**src/shared/bgt_cfg.svh**
```systemverilog
// Constants for the ballast gate timing and protection block.
// How it works
// - Overcurrent level one over 500ns in preheat or run latches shutdown
// - Slope plus level one in preheat starts ignition hold
// - Level two over 500ns in start phases latches
// - No positive current 2500ms in run faults
// - Negative or spike over 620us in run faults
// - Dead time adapts 1.25us to 2.5us
// - Lockout holds all gates low
// - Supply comparator controls lockout entry and exit
// - Start-up pulses 47us off, 4.0us growing on
// - Enough zero-current events switch to variable mode
// - Low load in variable mode switches to gapped conduction
// - Boost current over 200ns ends pulse
// - No zero-current in 52us restarts cycle
// - Zero current detected on hysteretic falling crossing
// - Low line lengthens boost on-time
// - Fault latch clears only on lockout or removal
`ifndef BGT_CFG_SVH
`define BGT_CFG_SVH
`define BGT_CLK_MHZ        100
`define BGT_OC_NS          500
`define BGT_OC_CYC         ((`BGT_OC_NS*`BGT_CLK_MHZ)/1000)
`define BGT_BCS_NS         200
`define BGT_BCS_CYC        ((`BGT_BCS_NS*`BGT_CLK_MHZ)/1000)
`define BGT_CAP2_US        620
`define BGT_CAP2_CYC       (`BGT_CAP2_US*`BGT_CLK_MHZ)
`define BGT_CAP1_MS        2500
`define BGT_CAP1_CYC       (`BGT_CAP1_MS*1000*`BGT_CLK_MHZ)
`define BGT_DT_MIN_NS      1250
`define BGT_DT_MIN_CYC     ((`BGT_DT_MIN_NS*`BGT_CLK_MHZ)/1000)
`define BGT_DT_MAX_NS      2500
`define BGT_DT_MAX_CYC     ((`BGT_DT_MAX_NS*`BGT_CLK_MHZ)/1000)
`define BGT_OFF_US         47
`define BGT_OFF_CYC        (`BGT_OFF_US*`BGT_CLK_MHZ)
`define BGT_ON_MIN_NS      4000
`define BGT_ON_MIN_CYC     ((`BGT_ON_MIN_NS*`BGT_CLK_MHZ)/1000)
`define BGT_ON_MAX_NS      22700
`define BGT_ON_MAX_CYC     ((`BGT_ON_MAX_NS*`BGT_CLK_MHZ)/1000)
`define BGT_RST_US         52
`define BGT_RST_CYC        (`BGT_RST_US*`BGT_CLK_MHZ)
`define BGT_ZCD_NEEDED     4
`define BGT_GAP_CYC        1000
`define BGT_ON_STEP_CYC    10
`define BGT_LOWLINE_CYC    200
`endif

```
**src/shared/bgt_pkg.sv**
```systemverilog
// Types for the ballast gate timing and protection block.
package bgt_pkg;
   typedef enum logic [2:0] {
      BGT_LOCKOUT  = 3'b000,
      BGT_STARTUP  = 3'b001,
      BGT_PREHEAT  = 3'b011,
      BGT_IGNITION = 3'b010,
      BGT_RUN      = 3'b110,
      BGT_FAULT    = 3'b100
   } bgt_mode_type;
   typedef enum logic [1:0] {
      BGT_B_ON   = 2'b00,
      BGT_B_OFF  = 2'b01,
      BGT_B_WAIT = 2'b11
   } bgt_boost_type;
endpackage

```
**src/shared/bgt_qual_if.sv**
```systemverilog
// Interface carrying synchronised comparator levels and qualified results.
`timescale 1ns/1ps
`default_nettype none
interface bgt_qual_if;
   logic oc1;
   logic oc2;
   logic slope;
   logic neg;
   logic spike;
   logic bcs;
   logic zcd_hi;
   logic zcd_lo;
   logic low_line;
   logic oc1_q;
   logic oc2_q;
   logic bcs_q;
   logic zcd_evt;
   modport qual (output oc1, oc2, slope, neg, spike, bcs, zcd_hi, zcd_lo,
                 low_line, oc1_q, oc2_q, bcs_q, zcd_evt);
   modport core (input oc1, oc2, slope, neg, spike, bcs, zcd_hi, zcd_lo,
                 low_line, oc1_q, oc2_q, bcs_q, zcd_evt);
endinterface
`default_nettype wire

```
**src/rtl/bgt_input_qual.sv**
```systemverilog
// Input synchroniser and short qualification timers.
`timescale 1ns/1ps
`default_nettype none
`include "bgt_cfg.svh"
module bgt_input_qual
   import bgt_pkg::*;
#(
   parameter int N = 9
) (
   input  wire logic         clk_i,
   input  wire logic         rst_n_i,
   input  wire logic [N-1:0] raw_i,
   bgt_qual_if.qual          q
);
   // ****************************************************************
   // Synchroniser
   // ****************************************************************
   logic [N-1:0] meta;
   logic [N-1:0] sync;
   always_ff @(posedge clk_i) begin
      meta <= raw_i;
      sync <= meta;
   end
   assign q.oc1      = sync[0];
   assign q.oc2      = sync[1];
   assign q.slope    = sync[2];
   assign q.neg      = sync[3];
   assign q.spike    = sync[4];
   assign q.bcs      = sync[5];
   assign q.zcd_hi   = sync[6];
   assign q.zcd_lo   = sync[7];
   assign q.low_line = sync[8];
   // ****************************************************************
   // Qualification counters
   // ****************************************************************
   logic [7:0] c_oc1;
   logic [7:0] c_oc2;
   logic [7:0] c_bcs;
   logic       armed;
   logic       zcd_evt;
   assign q.oc1_q   = (c_oc1 > 8'(`BGT_OC_CYC));
   assign q.oc2_q   = (c_oc2 > 8'(`BGT_OC_CYC));
   assign q.bcs_q   = (c_bcs > 8'(`BGT_BCS_CYC));
   assign q.zcd_evt = zcd_evt;
   always_ff @(posedge clk_i) begin
      if (!rst_n_i) begin
         c_oc1   <= 8'h00;
         c_oc2   <= 8'h00;
         c_bcs   <= 8'h00;
         armed   <= 1'b0;
         zcd_evt <= 1'b0;
      end else begin
         c_oc1 <= !sync[0] ? 8'h00 : (&c_oc1 ? c_oc1 : c_oc1 + 8'h01);
         c_oc2 <= !sync[1] ? 8'h00 : (&c_oc2 ? c_oc2 : c_oc2 + 8'h01);
         c_bcs <= !sync[5] ? 8'h00 : (&c_bcs ? c_bcs : c_bcs + 8'h01);
         // Arm above the upper level, fire once on dropping below the lower.
         if (sync[6]) begin
            armed <= 1'b1;
         end else if (armed && !sync[7]) begin
            armed <= 1'b0;
         end
         zcd_evt <= armed && !sync[6] && !sync[7];
      end
   end
endmodule
`default_nettype wire

```
**src/rtl/bgt_top.sv**
```systemverilog
// Gate timing and protection core for the ballast controller.
`timescale 1ns/1ps
`default_nettype none
`include "bgt_cfg.svh"
module bgt_top
   import bgt_pkg::*;
#(
   parameter int CAP1_CYC = `BGT_CAP1_CYC,
   parameter int CAP2_CYC = `BGT_CAP2_CYC,
   parameter int OFF_CYC  = `BGT_OFF_CYC,
   parameter int RST_CYC  = `BGT_RST_CYC
) (
   input  wire logic clk_i,
   input  wire logic rst_n_i,
   input  wire logic supply_ok_i,
   input  wire logic preheat_i,
   input  wire logic run_i,
   input  wire logic half_period_i,
   input  wire logic lamp_removed_i,
   input  wire logic low_load_i,
   input  wire logic oc1_cmp_i,
   input  wire logic oc2_cmp_i,
   input  wire logic slope_cmp_i,
   input  wire logic pos_cmp_i,
   input  wire logic neg_cmp_i,
   input  wire logic spike_cmp_i,
   input  wire logic boost_cs_cmp_i,
   input  wire logic zcd_hi_cmp_i,
   input  wire logic zcd_lo_cmp_i,
   input  wire logic low_line_i,
   output logic      low_side_gate_out_o,
   output logic      high_side_gate_out_o,
   output logic      boost_gate_out_o,
   output logic      ignition_hold_o,
   output logic      fault_o,
   output logic      variable_mode_o,
   output logic      gapped_o
);
   bgt_qual_if q ();
   bgt_input_qual #(.N(9)) u_qual (
      .clk_i   (clk_i),
      .rst_n_i (rst_n_i),
      .raw_i   ({low_line_i, zcd_lo_cmp_i, zcd_hi_cmp_i, boost_cs_cmp_i,
                 spike_cmp_i, neg_cmp_i, slope_cmp_i, oc2_cmp_i,
                 oc1_cmp_i}),
      .q       (q)
   );
   // Positive-level and window inputs are synchronised locally.
   logic [1:0] pos_s;
   logic [1:0] hp_s;
   always_ff @(posedge clk_i) begin
      pos_s <= {pos_s[0], pos_cmp_i};
      hp_s  <= {hp_s[0], half_period_i};
   end
   // ****************************************************************
   // Mode control
   // ****************************************************************
   bgt_mode_type mode;
   bgt_mode_type next_mode;
   logic         lockout;
   logic [31:0]  cap1_cnt;
   logic [31:0]  cap2_cnt;
   logic [31:0]  spk_cnt;
   logic [2:0]   ls_phase;
   wire logic cap_fault = (cap1_cnt > 32'(CAP1_CYC))
                       || (cap2_cnt > 32'(CAP2_CYC))
                       || (spk_cnt > 32'(CAP2_CYC));
   wire logic in_start = (mode == BGT_STARTUP) || (mode == BGT_IGNITION);
   wire logic latch_hit = (q.oc1_q && (mode == BGT_PREHEAT || mode == BGT_RUN))
                        || (q.oc2_q && in_start)
                        || (cap_fault && mode == BGT_RUN);
   wire logic gates_on = !lockout && mode != BGT_FAULT;
   always_comb begin
      next_mode = mode;
      unique case (mode)
         BGT_LOCKOUT:  if (supply_ok_i) next_mode = BGT_STARTUP;
         BGT_STARTUP:  if (preheat_i) next_mode = BGT_PREHEAT;
         BGT_PREHEAT:  if (q.slope && q.oc1) next_mode = BGT_IGNITION;
         BGT_IGNITION: if (run_i) next_mode = BGT_RUN;
         BGT_RUN:      next_mode = BGT_RUN;
         BGT_FAULT:    if (lamp_removed_i) next_mode = BGT_STARTUP;
      endcase
      if (latch_hit) next_mode = BGT_FAULT;
      if (!supply_ok_i) next_mode = BGT_LOCKOUT;
   end
   assign lockout = (mode == BGT_LOCKOUT);
   always_ff @(posedge clk_i) begin
      if (!rst_n_i) begin
         mode <= BGT_LOCKOUT;
      end else begin
         mode <= next_mode;
      end
   end
   // ****************************************************************
   // Capacitive mode watchdogs
   // ****************************************************************
   // Each watchdog runs from the last clean look through its own window.
   // The windows are short, so a fault seen only inside them still adds
   // up to the full time instead of being cleared between windows.
   wire logic pos_ok = low_side_gate_out_o && hp_s[1] && pos_s[1];
   wire logic neg_ok = (ls_phase == 3'h1) && !q.neg;
   wire logic spk_ok = high_side_gate_out_o && !q.spike;
   always_ff @(posedge clk_i) begin
      if (!rst_n_i || mode != BGT_RUN) begin
         cap1_cnt <= 32'h0;
         cap2_cnt <= 32'h0;
         spk_cnt  <= 32'h0;
      end else begin
         cap1_cnt <= pos_ok ? 32'h0 : cap1_cnt + 32'h1;
         cap2_cnt <= neg_ok ? 32'h0 : cap2_cnt + 32'h1;
         spk_cnt  <= spk_ok ? 32'h0 : spk_cnt + 32'h1;
      end
   end
   // ****************************************************************
   // Half-bridge dead time
   // ****************************************************************
   // Dead time shrinks while the negative level is seen at the end of
   // the dead time after either gate turns off, else grows; bounded both ways.
   logic [7:0] dead;
   logic [7:0] dt_cnt;
   logic       hs_next;
   always_ff @(posedge clk_i) begin
      if (!rst_n_i || !gates_on) begin
         low_side_gate_out_o  <= 1'b0;
         high_side_gate_out_o <= 1'b0;
         ls_phase <= 3'h0;
         dead     <= 8'(`BGT_DT_MAX_CYC);
         dt_cnt   <= 8'h00;
         hs_next  <= 1'b0;
      end else begin
         unique case (ls_phase)
            3'h0: begin
               if (hp_s[1] != hp_s[0]) begin
                  low_side_gate_out_o  <= 1'b0;
                  high_side_gate_out_o <= 1'b0;
                  hs_next  <= !hp_s[0];
                  dt_cnt   <= 8'h00;
                  ls_phase <= 3'h1;
               end
            end
            3'h1: begin
               dt_cnt <= dt_cnt + 8'h01;
               if (dt_cnt >= dead) begin
                  low_side_gate_out_o  <= !hs_next;
                  high_side_gate_out_o <= hs_next;
                  ls_phase <= 3'h0;
                  if (q.neg && dead > 8'(`BGT_DT_MIN_CYC)) begin
                     dead <= dead - 8'h01;
                  end else if (!q.neg && dead < 8'(`BGT_DT_MAX_CYC)) begin
                     dead <= dead + 8'h01;
                  end
               end
            end
            default: ls_phase <= 3'h0;
         endcase
      end
   end
   // ****************************************************************
   // Boost gate timing
   // ****************************************************************
   bgt_boost_type bst;
   logic [15:0]   b_cnt;
   logic [15:0]   on_len;
   logic [3:0]    zcd_cnt;
   logic          gap;
   wire logic var_mode = (zcd_cnt >= 4'(`BGT_ZCD_NEEDED));
   wire logic [15:0] on_target = q.low_line
      ? on_len + 16'(`BGT_LOWLINE_CYC) : on_len;
   always_ff @(posedge clk_i) begin
      if (!rst_n_i || !gates_on) begin
         bst              <= BGT_B_OFF;
         b_cnt            <= 16'h0;
         on_len           <= 16'(`BGT_ON_MIN_CYC);
         zcd_cnt          <= 4'h0;
         gap              <= 1'b0;
         boost_gate_out_o <= 1'b0;
      end else begin
         b_cnt <= b_cnt + 16'h1;
         if (q.zcd_evt && !var_mode) zcd_cnt <= zcd_cnt + 4'h1;
         gap <= low_load_i;
         unique case (bst)
            BGT_B_ON: begin
               if (q.bcs_q || b_cnt >= on_target) begin
                  boost_gate_out_o <= 1'b0;
                  b_cnt <= 16'h0;
                  bst   <= var_mode ? BGT_B_WAIT : BGT_B_OFF;
                  if (on_len < 16'(`BGT_ON_MAX_CYC)) begin
                     on_len <= on_len + 16'(`BGT_ON_STEP_CYC);
                  end
               end
            end
            BGT_B_OFF: begin
               if (b_cnt >= 16'(OFF_CYC)) begin
                  boost_gate_out_o <= 1'b1;
                  b_cnt <= 16'h0;
                  bst   <= BGT_B_ON;
               end
            end
            BGT_B_WAIT: begin
               // Gapped mode ignores the event and waits a fixed idle time from the end of the pulse.
               if ((q.zcd_evt && !gap) || (gap && b_cnt >= 16'(`BGT_GAP_CYC))
                   || b_cnt >= 16'(RST_CYC)) begin
                  boost_gate_out_o <= 1'b1;
                  b_cnt <= 16'h0;
                  bst   <= BGT_B_ON;
               end
            end
            default: bst <= BGT_B_OFF;
         endcase
      end
   end
   always_ff @(posedge clk_i) begin
      if (!rst_n_i) begin
         ignition_hold_o <= 1'b0;
         fault_o         <= 1'b0;
         variable_mode_o <= 1'b0;
         gapped_o        <= 1'b0;
      end else begin
         ignition_hold_o <= (mode == BGT_IGNITION);
         fault_o         <= (mode == BGT_FAULT);
         variable_mode_o <= var_mode;
         gapped_o        <= gap && var_mode;
      end
   end
endmodule
`default_nettype wire

```
**config.mk**
```make
export PLATFORM = sky130hd
export DESIGN_NAME = bgt_top
export DESIGN_NICKNAME = d
export VERILOG_FILES = /design/src/shared/bgt_pkg.sv /design/src/shared/bgt_qual_if.sv /design/src/rtl/bgt_input_qual.sv /design/src/rtl/bgt_top.sv
export VERILOG_INCLUDE_DIRS = /design/src /design/src/shared
export SDC_FILE = /design/constraint.sdc
export NUM_CORES = 1
export LEC_CHECK = 0
export BUFFER_PORTS_ARGS = -buffer_cell sky130_fd_sc_hd__buf_2
export CAP_MARGIN = 20
export CORE_MARGIN = 5
export CORE_UTILIZATION = 55
export DETAILED_ROUTE_END_ITERATION = 6
export PLACE_DENSITY = 0.72
export SKIP_LAST_GASP = 1
export SYNTH_ARGS = -nofsm -noshare
export SYNTH_HDL_FRONTEND = slang
export SYNTH_SLANG_ARGS = --single-unit
export TNS_END_PERCENT = 1
```
**constraint.sdc**
```tcl
create_clock -name clk_i -period 4.1 [get_ports clk_i]
set_input_delay 0.41 -clock clk_i [delete_from_list [all_inputs] [get_ports clk_i]]
set_output_delay 0.41 -clock clk_i [all_outputs]
set_load 0.1 [all_outputs]
```
==> reports/metrics.cfg, run 1 <==
[detailed_routing]
total_wire_length_microns = 19000
dr_total_vias = 7802
drt-initial-drc-count = 321
detail_route.first_pass.iterations = 5
wl_per_cell_microns = 13.2
via_per_inst = 5.43
drc = 0
drtAntennaViolNets = 0

[worst_setup_path]
critPathLaunch = on_len[4]
arrival_ns = 3.97
timing.critical_path.mode_cell = ha_1
cp_top_family = simple AND/OR/NAND/NOR gates
crit_required_ns = 4.52
rrSetupSlack_ns = 0.54
critPathMaxFanout = 16
start_kind = flop
timing.rr.end = b_cnt[5]
reg2reg_path_depth = 14
r2r_start = on_len[4]
crit_path_top_delay_cell = nor4b_2
crit_buf_inv = 1
crit_type = flop to flop
crit_path_max_incr_delay_ns = 0.58
crit_chain = ha_1, nand2_1, a21oi_1, and3_1, nand3_1, xor2_1, ha_1, nand4_1, nor2_1, o2bb2ai_1, nor4b_2, o41ai_4, buf_4, nor3_1
end_kind = flop

[floorplan]
placement_rows = 49
die_width_microns = 145
ios = 25
die_h_microns = 145
floorplan.core_area_sq_um = 18000
die_footprint_sq_um = 21000
initial_utilization = 0.557

[grt]
grt_remaining_overflow = 0
grt_pass1_vias = 7245
grt_antenna_before_repair = 0
globalRouteMet1Util = 0.255
grtUsageTotal = 0.177
grtUsageMet2 = 0.280
grt_pass1_wl_microns = 33400
grt_max_degree = 33
globalRoute.busiestLayer = met2
met3_resource_use_gr = 0.0268

[synthesis]
syn_nets = 1226
synth.yosys.warnings = 0
netlist.top_cell.by_area = dfxtp_1
synth.yosys.seq_area_share = 0.420
synth.distinct_cells = 74
netlist_top_cells_count = dfxtp_1, nor2_1, nand2_1, xor2_1, nand3_1
yosys.area.top_type_share = 0.420
post_synth_instance_area_sq_um = 10000
synthArstFlopShare = 0
ys_seq_elements = 210
synth.area.top_cells = dfxtp_1, nor2_1, ha_1
synth-edff-count = 0
synthFlopType = dfxtp_1
syn_avg_cell_area_sq_um = 8.64
yosys.cell_count.top_type = dfxtp_1
synth_cells = 1159

[sta]
final.period_utilization = 0.867
hold_viol = 0
finalSetupViolations = 0
timing.clock.skew_ns = 0.0152
max-slew-margin-rel = 0.315
post-route-min-period_ns = 3.56
setup-tns-final_ns = 0
grt_setup_unrepaired = false
worst-slew-pin-transition_ns = 1.02
final-max-slew-violation-count = 0
clock.fmax_mhz = 281
timing.hold.ws_ns = 0.128

[cells_and_area]
drive_gt1_frac = 0.0762
n_antenna_cell = 0
finalNetCount = 1259
layout-area-overhead-vs-synth_pct = 11.5
layout.core_utilization = 0.621

[worst_hold_path]
worstHoldStart = low_load_i
hp-class = primary input to flop
min_to = gap
hold_path_cell_cnt = 2

[clock_network]
worst_setup_hold_path_clk_slew_ns = 0.06
cts-htree-levels = 1
clk_latency_ns = 0.51
hold_buffers = 11
cts_inserted_buffers = 22
cts_tree = built
clock_tree.root_cell = clkbuf_16
clkSinkCount = 210
cts_resized = 0
cts_setup_buffers = 0
ctsLongestPathBuffers = 3

[job]
maxCapViolCount = 0

[power]
vdd_drop_max_v = 0.000379
pwr_per_cell_area_nw_per_um2 = 361
total_power_mw = 4.03
total_leakage_power_nw = 4.07

[place]
io_buffers = 24
gp_congestion = 0.848
dp.final_hpwl_microns = 13300

[status]
status = completed

## cell usage in the layout (no fill, tap or decap), types with 6 or more instances in the layout
cell / instances
a211oi_1: 9
o21a_1: 8
nor4_1: 18
inv_1: 47
clkinv_2: 6
and4_1: 11
xor2_1: 66
nor2_1: 175
a21o_1: 6
o31ai_1: 7
or3_1: 14
nand2_1: 85
or2_2: 8
o211ai_1: 7
dlygate4sd3_1: 11
a21oi_1: 49
nor2b_1: 6
buf_2: 24
nor3_1: 25
dfxtp_1: 210
and2_1: 10
ha_1: 48
nand4_1: 35
nand3_1: 63
o21ai_0: 37
and3_1: 40
a31oi_1: 11
buf_4: 7
xnor2_1: 57
clkbuf_16: 22
## layout make-up
class                   instances  area (sq um)
repair buffers                 43           310
clock inverters                 8          53.8
clock buffers                  31           634
well taps                     229           287
multi-input cells             868          5490
flip-flops and latches        210          4200
fillers                      1557          6800
inverters                      47           176
## layer usage
layer,part of all wire,up-vias
li1,-,4135
met1,0.51,3555
met2,0.44,77
met3,0.029,35
met4,0.021,0
met5,0,-
## worst max-delay path by stage
stage	endpoint	slack (ns)	cells after the start
after floorplan	b_cnt[10]	1.04	14
after global placement	b_cnt[5]	0.67	14
after detailed placement	b_cnt[5]	0.54	14
after CTS	b_cnt[5]	0.56	14
after global routing	on_len[6]	0.22	14
final	b_cnt[5]	0.54	14
## registers in the layout (all words and copies together) (netlist names), 9 cells and up
| name | flops |
|---|---|
| b_cnt | 16 |
| cap1_cnt | 32 |
| cap2_cnt | 32 |
| on_len | 15 |
| spk_cnt | 32 |
| u_qual.meta | 9 |
| u_qual.sync | 9 |
## kinds of logic (layout without fill, tap and decap cells)
group	Yosys count	after routing	synth area share
muxes	6	6	0.00613
xor gates and xnor gates	123	123	0.108
buffers and inverters	81	129	0.0322
adders and majority gates	49	49	0.0620
DFF	210	210	0.420
and+or+nand+nor	526	526	0.265
AOI/OAI and AO/OA	164	164	0.107
## metrics by stage
| stage | area, sq um | worst slack (ns) | cells |
|---|---|---|---|
| floorplan | 10000 | 1.04 | 1159 |
| global placement | 10300 | 0.671 | 1385 |
| detailed placement | 10300 | 0.537 | 1385 |
| CTS | 11100 | 0.557 | 1435 |
| global route | 11200 | 0.224 | 1436 |
| finish | 11200 | 0.545 | 1436 |
## where the power goes
| part | internal (mW) | leakage (nW) | switching (mW) |
|---|---|---|---|
| combinational | 0.0421 | 2.02 | 0.0515 |
| sequential | 2.06 | 1.70 | 0.0156 |
| clock | 1.08 | 0.342 | 0.784 |
| total | 3.18 | 4.07 | 0.851 |
## worst reg2reg max path, stage by stage (launching register included)
cell       delay (ns)
dfxtp_1          0.51
ha_1             0.29
nand2_1          0.09
a21oi_1          0.22
and3_1           0.25
nand3_1          0.10
xor2_1           0.15
ha_1             0.31
nand4_1          0.20
nor2_1           0.07
o2bb2ai_1        0.16
nor4b_2          0.58
o41ai_4          0.15
buf_4            0.21
nor3_1           0.18
No activity file was read; power rests on OpenSTA's default activity.
==> inputs of run 2 (changes only) <==
--- a/config.mk
+++ b/config.mk
@@ -9,9 +9,9 @@
 export BUFFER_PORTS_ARGS = -buffer_cell sky130_fd_sc_hd__buf_2
 export CAP_MARGIN = 20
 export CORE_MARGIN = 5
-export CORE_UTILIZATION = 55
+export CORE_UTILIZATION = 63
 export DETAILED_ROUTE_END_ITERATION = 6
-export PLACE_DENSITY = 0.72
+export PLACE_DENSITY = 0.8
 export SKIP_LAST_GASP = 1
 export SYNTH_ARGS = -nofsm -noshare
 export SYNTH_HDL_FRONTEND = slang
==> reports/metrics.cfg, run 2 (synthesis gave the netlist of run 1 again) <==
[status]
status = completed

[power]
total_leakage_power_nw = 4.05
power_report.internal_total_mw = 3.19
pwr_per_cell_area_nw_per_um2 = 366
power.share.combinational = 0.023
power.clock.fraction = 0.469
power_frac_seq = 0.508
power_switching_share = 0.218
p_sw_mw = 0.891
vdd_drop_max_v = 0.000421

[grt]
globalRouteMet1Util = 0.294
met3_resource_use_gr = 0.0352
grtUsageMet2 = 0.354
grt_pass1_vias = 7622
grtUsageTotal = 0.216
grt_pass1_wl_microns = 34200
grt_remaining_overflow = 0
globalRoute.busiestLayer = met2
grt_max_degree = 33
grt_antenna_before_repair = 0

[sta]
setup-tns-final_ns = 0
final-max-slew-violation-count = 0
post-route-min-period_ns = 3.60
hold_viol = 0
worst-slew-pin-transition_ns = 0.931
finalSetupViolations = 0
max-slew-margin-rel = 0.374
final_critical_path_setup_slack_ns = 0.500
grt_setup_unrepaired = false
clock.fmax_mhz = 278
final.period_utilization = 0.878
timing.clock.skew_ns = 0.0144

[clock_network]
clkSinkCount = 210
cts_inserted_buffers = 22
cts-htree-levels = 1
cts_tree = built
cts_resized = 0
hold_buffers = 10
worst_setup_hold_path_clk_slew_ns = 0.06
clk_latency_ns = 0.51
cts_setup_buffers = 0
ctsLongestPathBuffers = 3
clock_tree.root_cell = clkbuf_16

[worst_setup_path]
cp_top_family = simple AND/OR/NAND/NOR gates
end_kind = flop
crit_path_top_delay_cell = nor4b_2
crit_buf_inv = 1
critPathMaxFanout = 16
worst-path-stages = 14
crit_path_max_incr_delay_ns = 0.56
start_kind = flop
crit_chain = ha_1, nand2_1, a21oi_1, and3_1, nand3_1, xor2_1, ha_1, nand4_1, nor2_1, o2bb2ai_1, nor4b_2, o41ai_4, buf_4, nor3_1
crit_required_ns = 4.52
reg2reg_path_depth = 14
crit_type = flop to flop
timing.critical_path.mode_cell = ha_1
arrival_ns = 4.02

[worst_hold_path]
hp-class = primary input to flop
hold_path_cell_cnt = 1

[cells_and_area]
n_antenna_cell = 0
finish.cell_count_without_fillers = 1422
drive_gt1_frac = 0.0796
layout_commonest_cell = dfxtp_1
layout.core_utilization = 0.710
final_cell_mix = dfxtp_1, nor2_1, nand2_1
reg_top3 = cap1_cnt (32), cap2_cnt (32), spk_cnt (32)
layout-area-overhead-vs-synth_pct = 11.4
finalNetCount = 1257

[detailed_routing]
drt-initial-drc-count = 514
detail_route.first_pass.iterations = 5
drtAntennaViolNets = 0
total_wire_length_microns = 19800
via_per_inst = 5.64
drc = 0
wl_per_cell_microns = 13.9
dr_total_vias = 8019

[place]
place_inst = 1371
io_buffers = 24
pre_cts_slack_ns = 0.517
gp_congestion = 0.790
dp.final_hpwl_microns = 13500

[floorplan]
die_footprint_sq_um = 18500
initial_utilization = 0.637
die_width_microns = 136
die_h_microns = 136
floorplan.core_area_sq_um = 15700
placement_rows = 46
ios = 25

[job]
maxCapViolCount = 0

==> run 2: final cells by class <==
type                            count  area, sq um
Fill cell                        1216         4560
Clock inverter                     16          134
Multi-Input combinational cell    868         5490
Clock buffer                       24          578
Inverter                           47          176
Timing Repair Buffer               41          293
Sequential cell                   210         4200
Tap cell                          216          270
==> run 2: through the flow <==
step	hold WS [ns]	cell area, sq um	total power [mW]
5_1_grt	0.00716	11100	4.23
3_3_place_gp	0.310	10300	2.20
2_1_floorplan	0.310	10000	2.18
4_1_cts	0.00562	11100	4.13
3_5_place_dp	0.312	10300	2.20
6_report	0.0206	11100	4.08
==> run 2: path summary, 6_finish.rpt <==
path,from,end,slack [ns]
worst max-delay path,on_len[4],b_cnt[5],0.50
worst min register to register,u_qual.meta[1],u_qual.sync[1],0.33
worst min-delay path,slope_cmp_i,u_qual.meta[2],0.02
worst max register to register,on_len[4],b_cnt[5],0.50
==> run 2: worst register-to-register path, cell delays in order (launching register included) <==
cell and delay [ns]:
dfxtp_1 0.52, ha_1 0.29, nand2_1 0.09, a21oi_1 0.23
and3_1 0.25, nand3_1 0.10, xor2_1 0.15, ha_1 0.30
nand4_1 0.21, nor2_1 0.08, o2bb2ai_1 0.16, nor4b_2 0.56
o41ai_4 0.14, buf_4 0.23, nor3_1 0.19
==> run 2: power groups by stage <==
stage                     Combinational (mW)  Clock (mW)  Sequential (mW)
after floorplan                       0.0646           0             2.11
after global placement                0.0829           0             2.12
after detailed placement              0.0856           0             2.12
after CTS                             0.0941        1.96             2.07
after global routing                   0.105        2.05             2.07
final                                 0.0943        1.92             2.07
==> run 2: routing by layer <==
metal	up-vias	routed length (microns)	share of wire
met5	-	0	0
met3	28	785	0.040
met1	3733	9480	0.48
li1	4128	-	-
met4	0	391	0.020
met2	130	9110	0.46
==> inputs of run 3 (changes only) <==
--- a/config.mk
+++ b/config.mk
@@ -12,6 +12,7 @@
 export CORE_UTILIZATION = 63
 export DETAILED_ROUTE_END_ITERATION = 6
 export PLACE_DENSITY = 0.8
+export RECOVER_POWER = 100
 export SKIP_LAST_GASP = 1
 export SYNTH_ARGS = -nofsm -noshare
 export SYNTH_HDL_FRONTEND = slang
==> reports/metrics.cfg, run 3 (synthesis gave the netlist of run 1 again) <==
[worst_setup_path]
rrSetupSlack_ns = 0.40
critPathMaxFanout = 16
arrival_ns = 4.12
end_kind = flop
reg2reg_path_depth = 14
crit_required_ns = 4.52
start_kind = flop
crit_type = flop to flop

[floorplan]
ios = 25
die_width_microns = 136
initial_utilization = 0.637
placement_rows = 46
die_footprint_sq_um = 18500
die_h_microns = 136
floorplan.core_area_sq_um = 15700

[sta]
post-route-min-period_ns = 3.70
hold_viol = 0
final.period_utilization = 0.903
final-max-slew-violation-count = 32
clock.fmax_mhz = 270
finalSetupViolations = 0
worst-slew-pin-transition_ns = 1.50
timing.clock.skew_ns = 0.0146
setup-tns-final_ns = 0
grt_setup_unrepaired = false
max-slew-margin-rel = -0.00201

[power]
p_sw_mw = 0.890
pwr_per_cell_area_nw_per_um2 = 368
power.clock.fraction = 0.469
vdd_drop_max_v = 0.000421
power_switching_share = 0.218
power.share.combinational = 0.023
power_frac_seq = 0.508
power_report.internal_total_mw = 3.19
total_power_mw = 4.08
total_leakage_power_nw = 3.99

[cells_and_area]
layout.core_utilization = 0.706
drive_gt1_frac = 0.0663
layout-area-overhead-vs-synth_pct = 10.8
finalNetCount = 1257
reg_top3 = cap1_cnt (32), cap2_cnt (32), spk_cnt (32)
n_antenna_cell = 0
layout_commonest_cell = dfxtp_1
finish.cell_count_without_fillers = 1422
final_cell_mix = dfxtp_1, nor2_1, nand2_1

[clock_network]
cts_inserted_buffers = 22
cts_tree = built
cts_setup_buffers = 0
worst_setup_hold_path_clk_slew_ns = 0.06
clk_latency_ns = 0.51
ctsLongestPathBuffers = 3
clock_tree.root_cell = clkbuf_16
clkSinkCount = 210
cts-htree-levels = 1

[grt]
grt_pass1_wl_microns = 34200
grt_antenna_before_repair = 0
grt_pass1_vias = 7622
grt_max_degree = 33
grtUsageTotal = 0.216
grt_remaining_overflow = 0

[detailed_routing]
drc = 0
detail_route.first_pass.iterations = 4
drt-initial-drc-count = 471
via_per_inst = 5.63
wl_per_cell_microns = 14.0
drtAntennaViolNets = 0
dr_total_vias = 8012
total_wire_length_microns = 19900

[worst_hold_path]
hp-class = primary input to flop
hold_path_cell_cnt = 1

[status]
violated_checks = max-capacitance violations, max-slew violations
status = finished with violations

[place]
gp_congestion = 0.790
dp.final_hpwl_microns = 13500
io_buffers = 24
place_inst = 1371

[job]
maxCapViolCount = 1

run 3: cell types whose count changed in the layout (fill, tap and decap cells not counted), moves of 3 or more:
cell / before / now
clkbuf_1: 0 / 13
buf_2: 24 / 16
buf_4: 6 / 1
o21ai_0: 37 / 40
o21ai_2: 3 / 0
run 3: per-stage QoR:
stage | setup WS (ns) | area [sq um] | hold slack (ns)
after floorplan | 1.04 | 10000 | 0.310
after global placement | 0.676 | 10300 | 0.310
after detailed placement | 0.517 | 10300 | 0.312
after CTS | 0.513 | 11100 | 0.00562
after global routing | 0.128 | 11100 | 0.0281
final | 0.396 | 11100 | 0.0306
run 3: layout make-up:
cell class | count | area [sq um]
Clock buffer | 24 | 578
Clock inverter | 16 | 134
Fill cell | 1235 | 4630
Inverter | 47 | 176
Multi-Input combinational cell | 868 | 5480
Sequential cell | 210 | 4200
Tap cell | 216 | 270
Timing Repair Buffer | 41 | 241
run 3: path summary, 6_finish.rpt:
check,start,end
max reg2reg,on_len[4],b_cnt[5]
max,on_len[4],b_cnt[5]
min,slope_cmp_i,u_qual.meta[2]
min reg2reg,u_qual.meta[1],u_qual.sync[1]
run 3: timing repair:
action / in CTS / in global routing
hold buffers: 10 / 0
endpoints found under the hold margin: 10 / 0
gates resized for setup: 0 / 0
run 3: power by group through the flow:
stage | clock [mW] | sequential, mW | combinational [mW]
after floorplan | 0 | 2.11 | 0.0646
after global placement | 0 | 2.12 | 0.0829
after detailed placement | 0 | 2.12 | 0.0856
after CTS | 1.96 | 2.07 | 0.0941
after global routing | 2.05 | 2.07 | 0.104
final | 1.91 | 2.07 | 0.0930
run 3: worst max-delay path: stages, from the launching register on:
cell and delay, ns:
dfxtp_1 0.52, ha_1 0.29, nand2_1 0.09, a21oi_1 0.23
and3_1 0.25, nand3_1 0.10, xor2_1 0.15, ha_1 0.31
nand4_1 0.21, nor2_1 0.08, o2bb2ai_1 0.16, nor4b_2 0.58
o41ai_4 0.14, clkbuf_2 0.28, nor3_1 0.22
run 3: routing by layer:
layer | vias to the layer above | GRT usage | part of all wire
met4 | 0 | 0.0644 | 0.020
li1 | 4126 | - | -
met5 | - | 0 | 0
met1 | 3733 | 0.294 | 0.48
met2 | 125 | 0.354 | 0.46
met3 | 28 | 0.0352 | 0.041
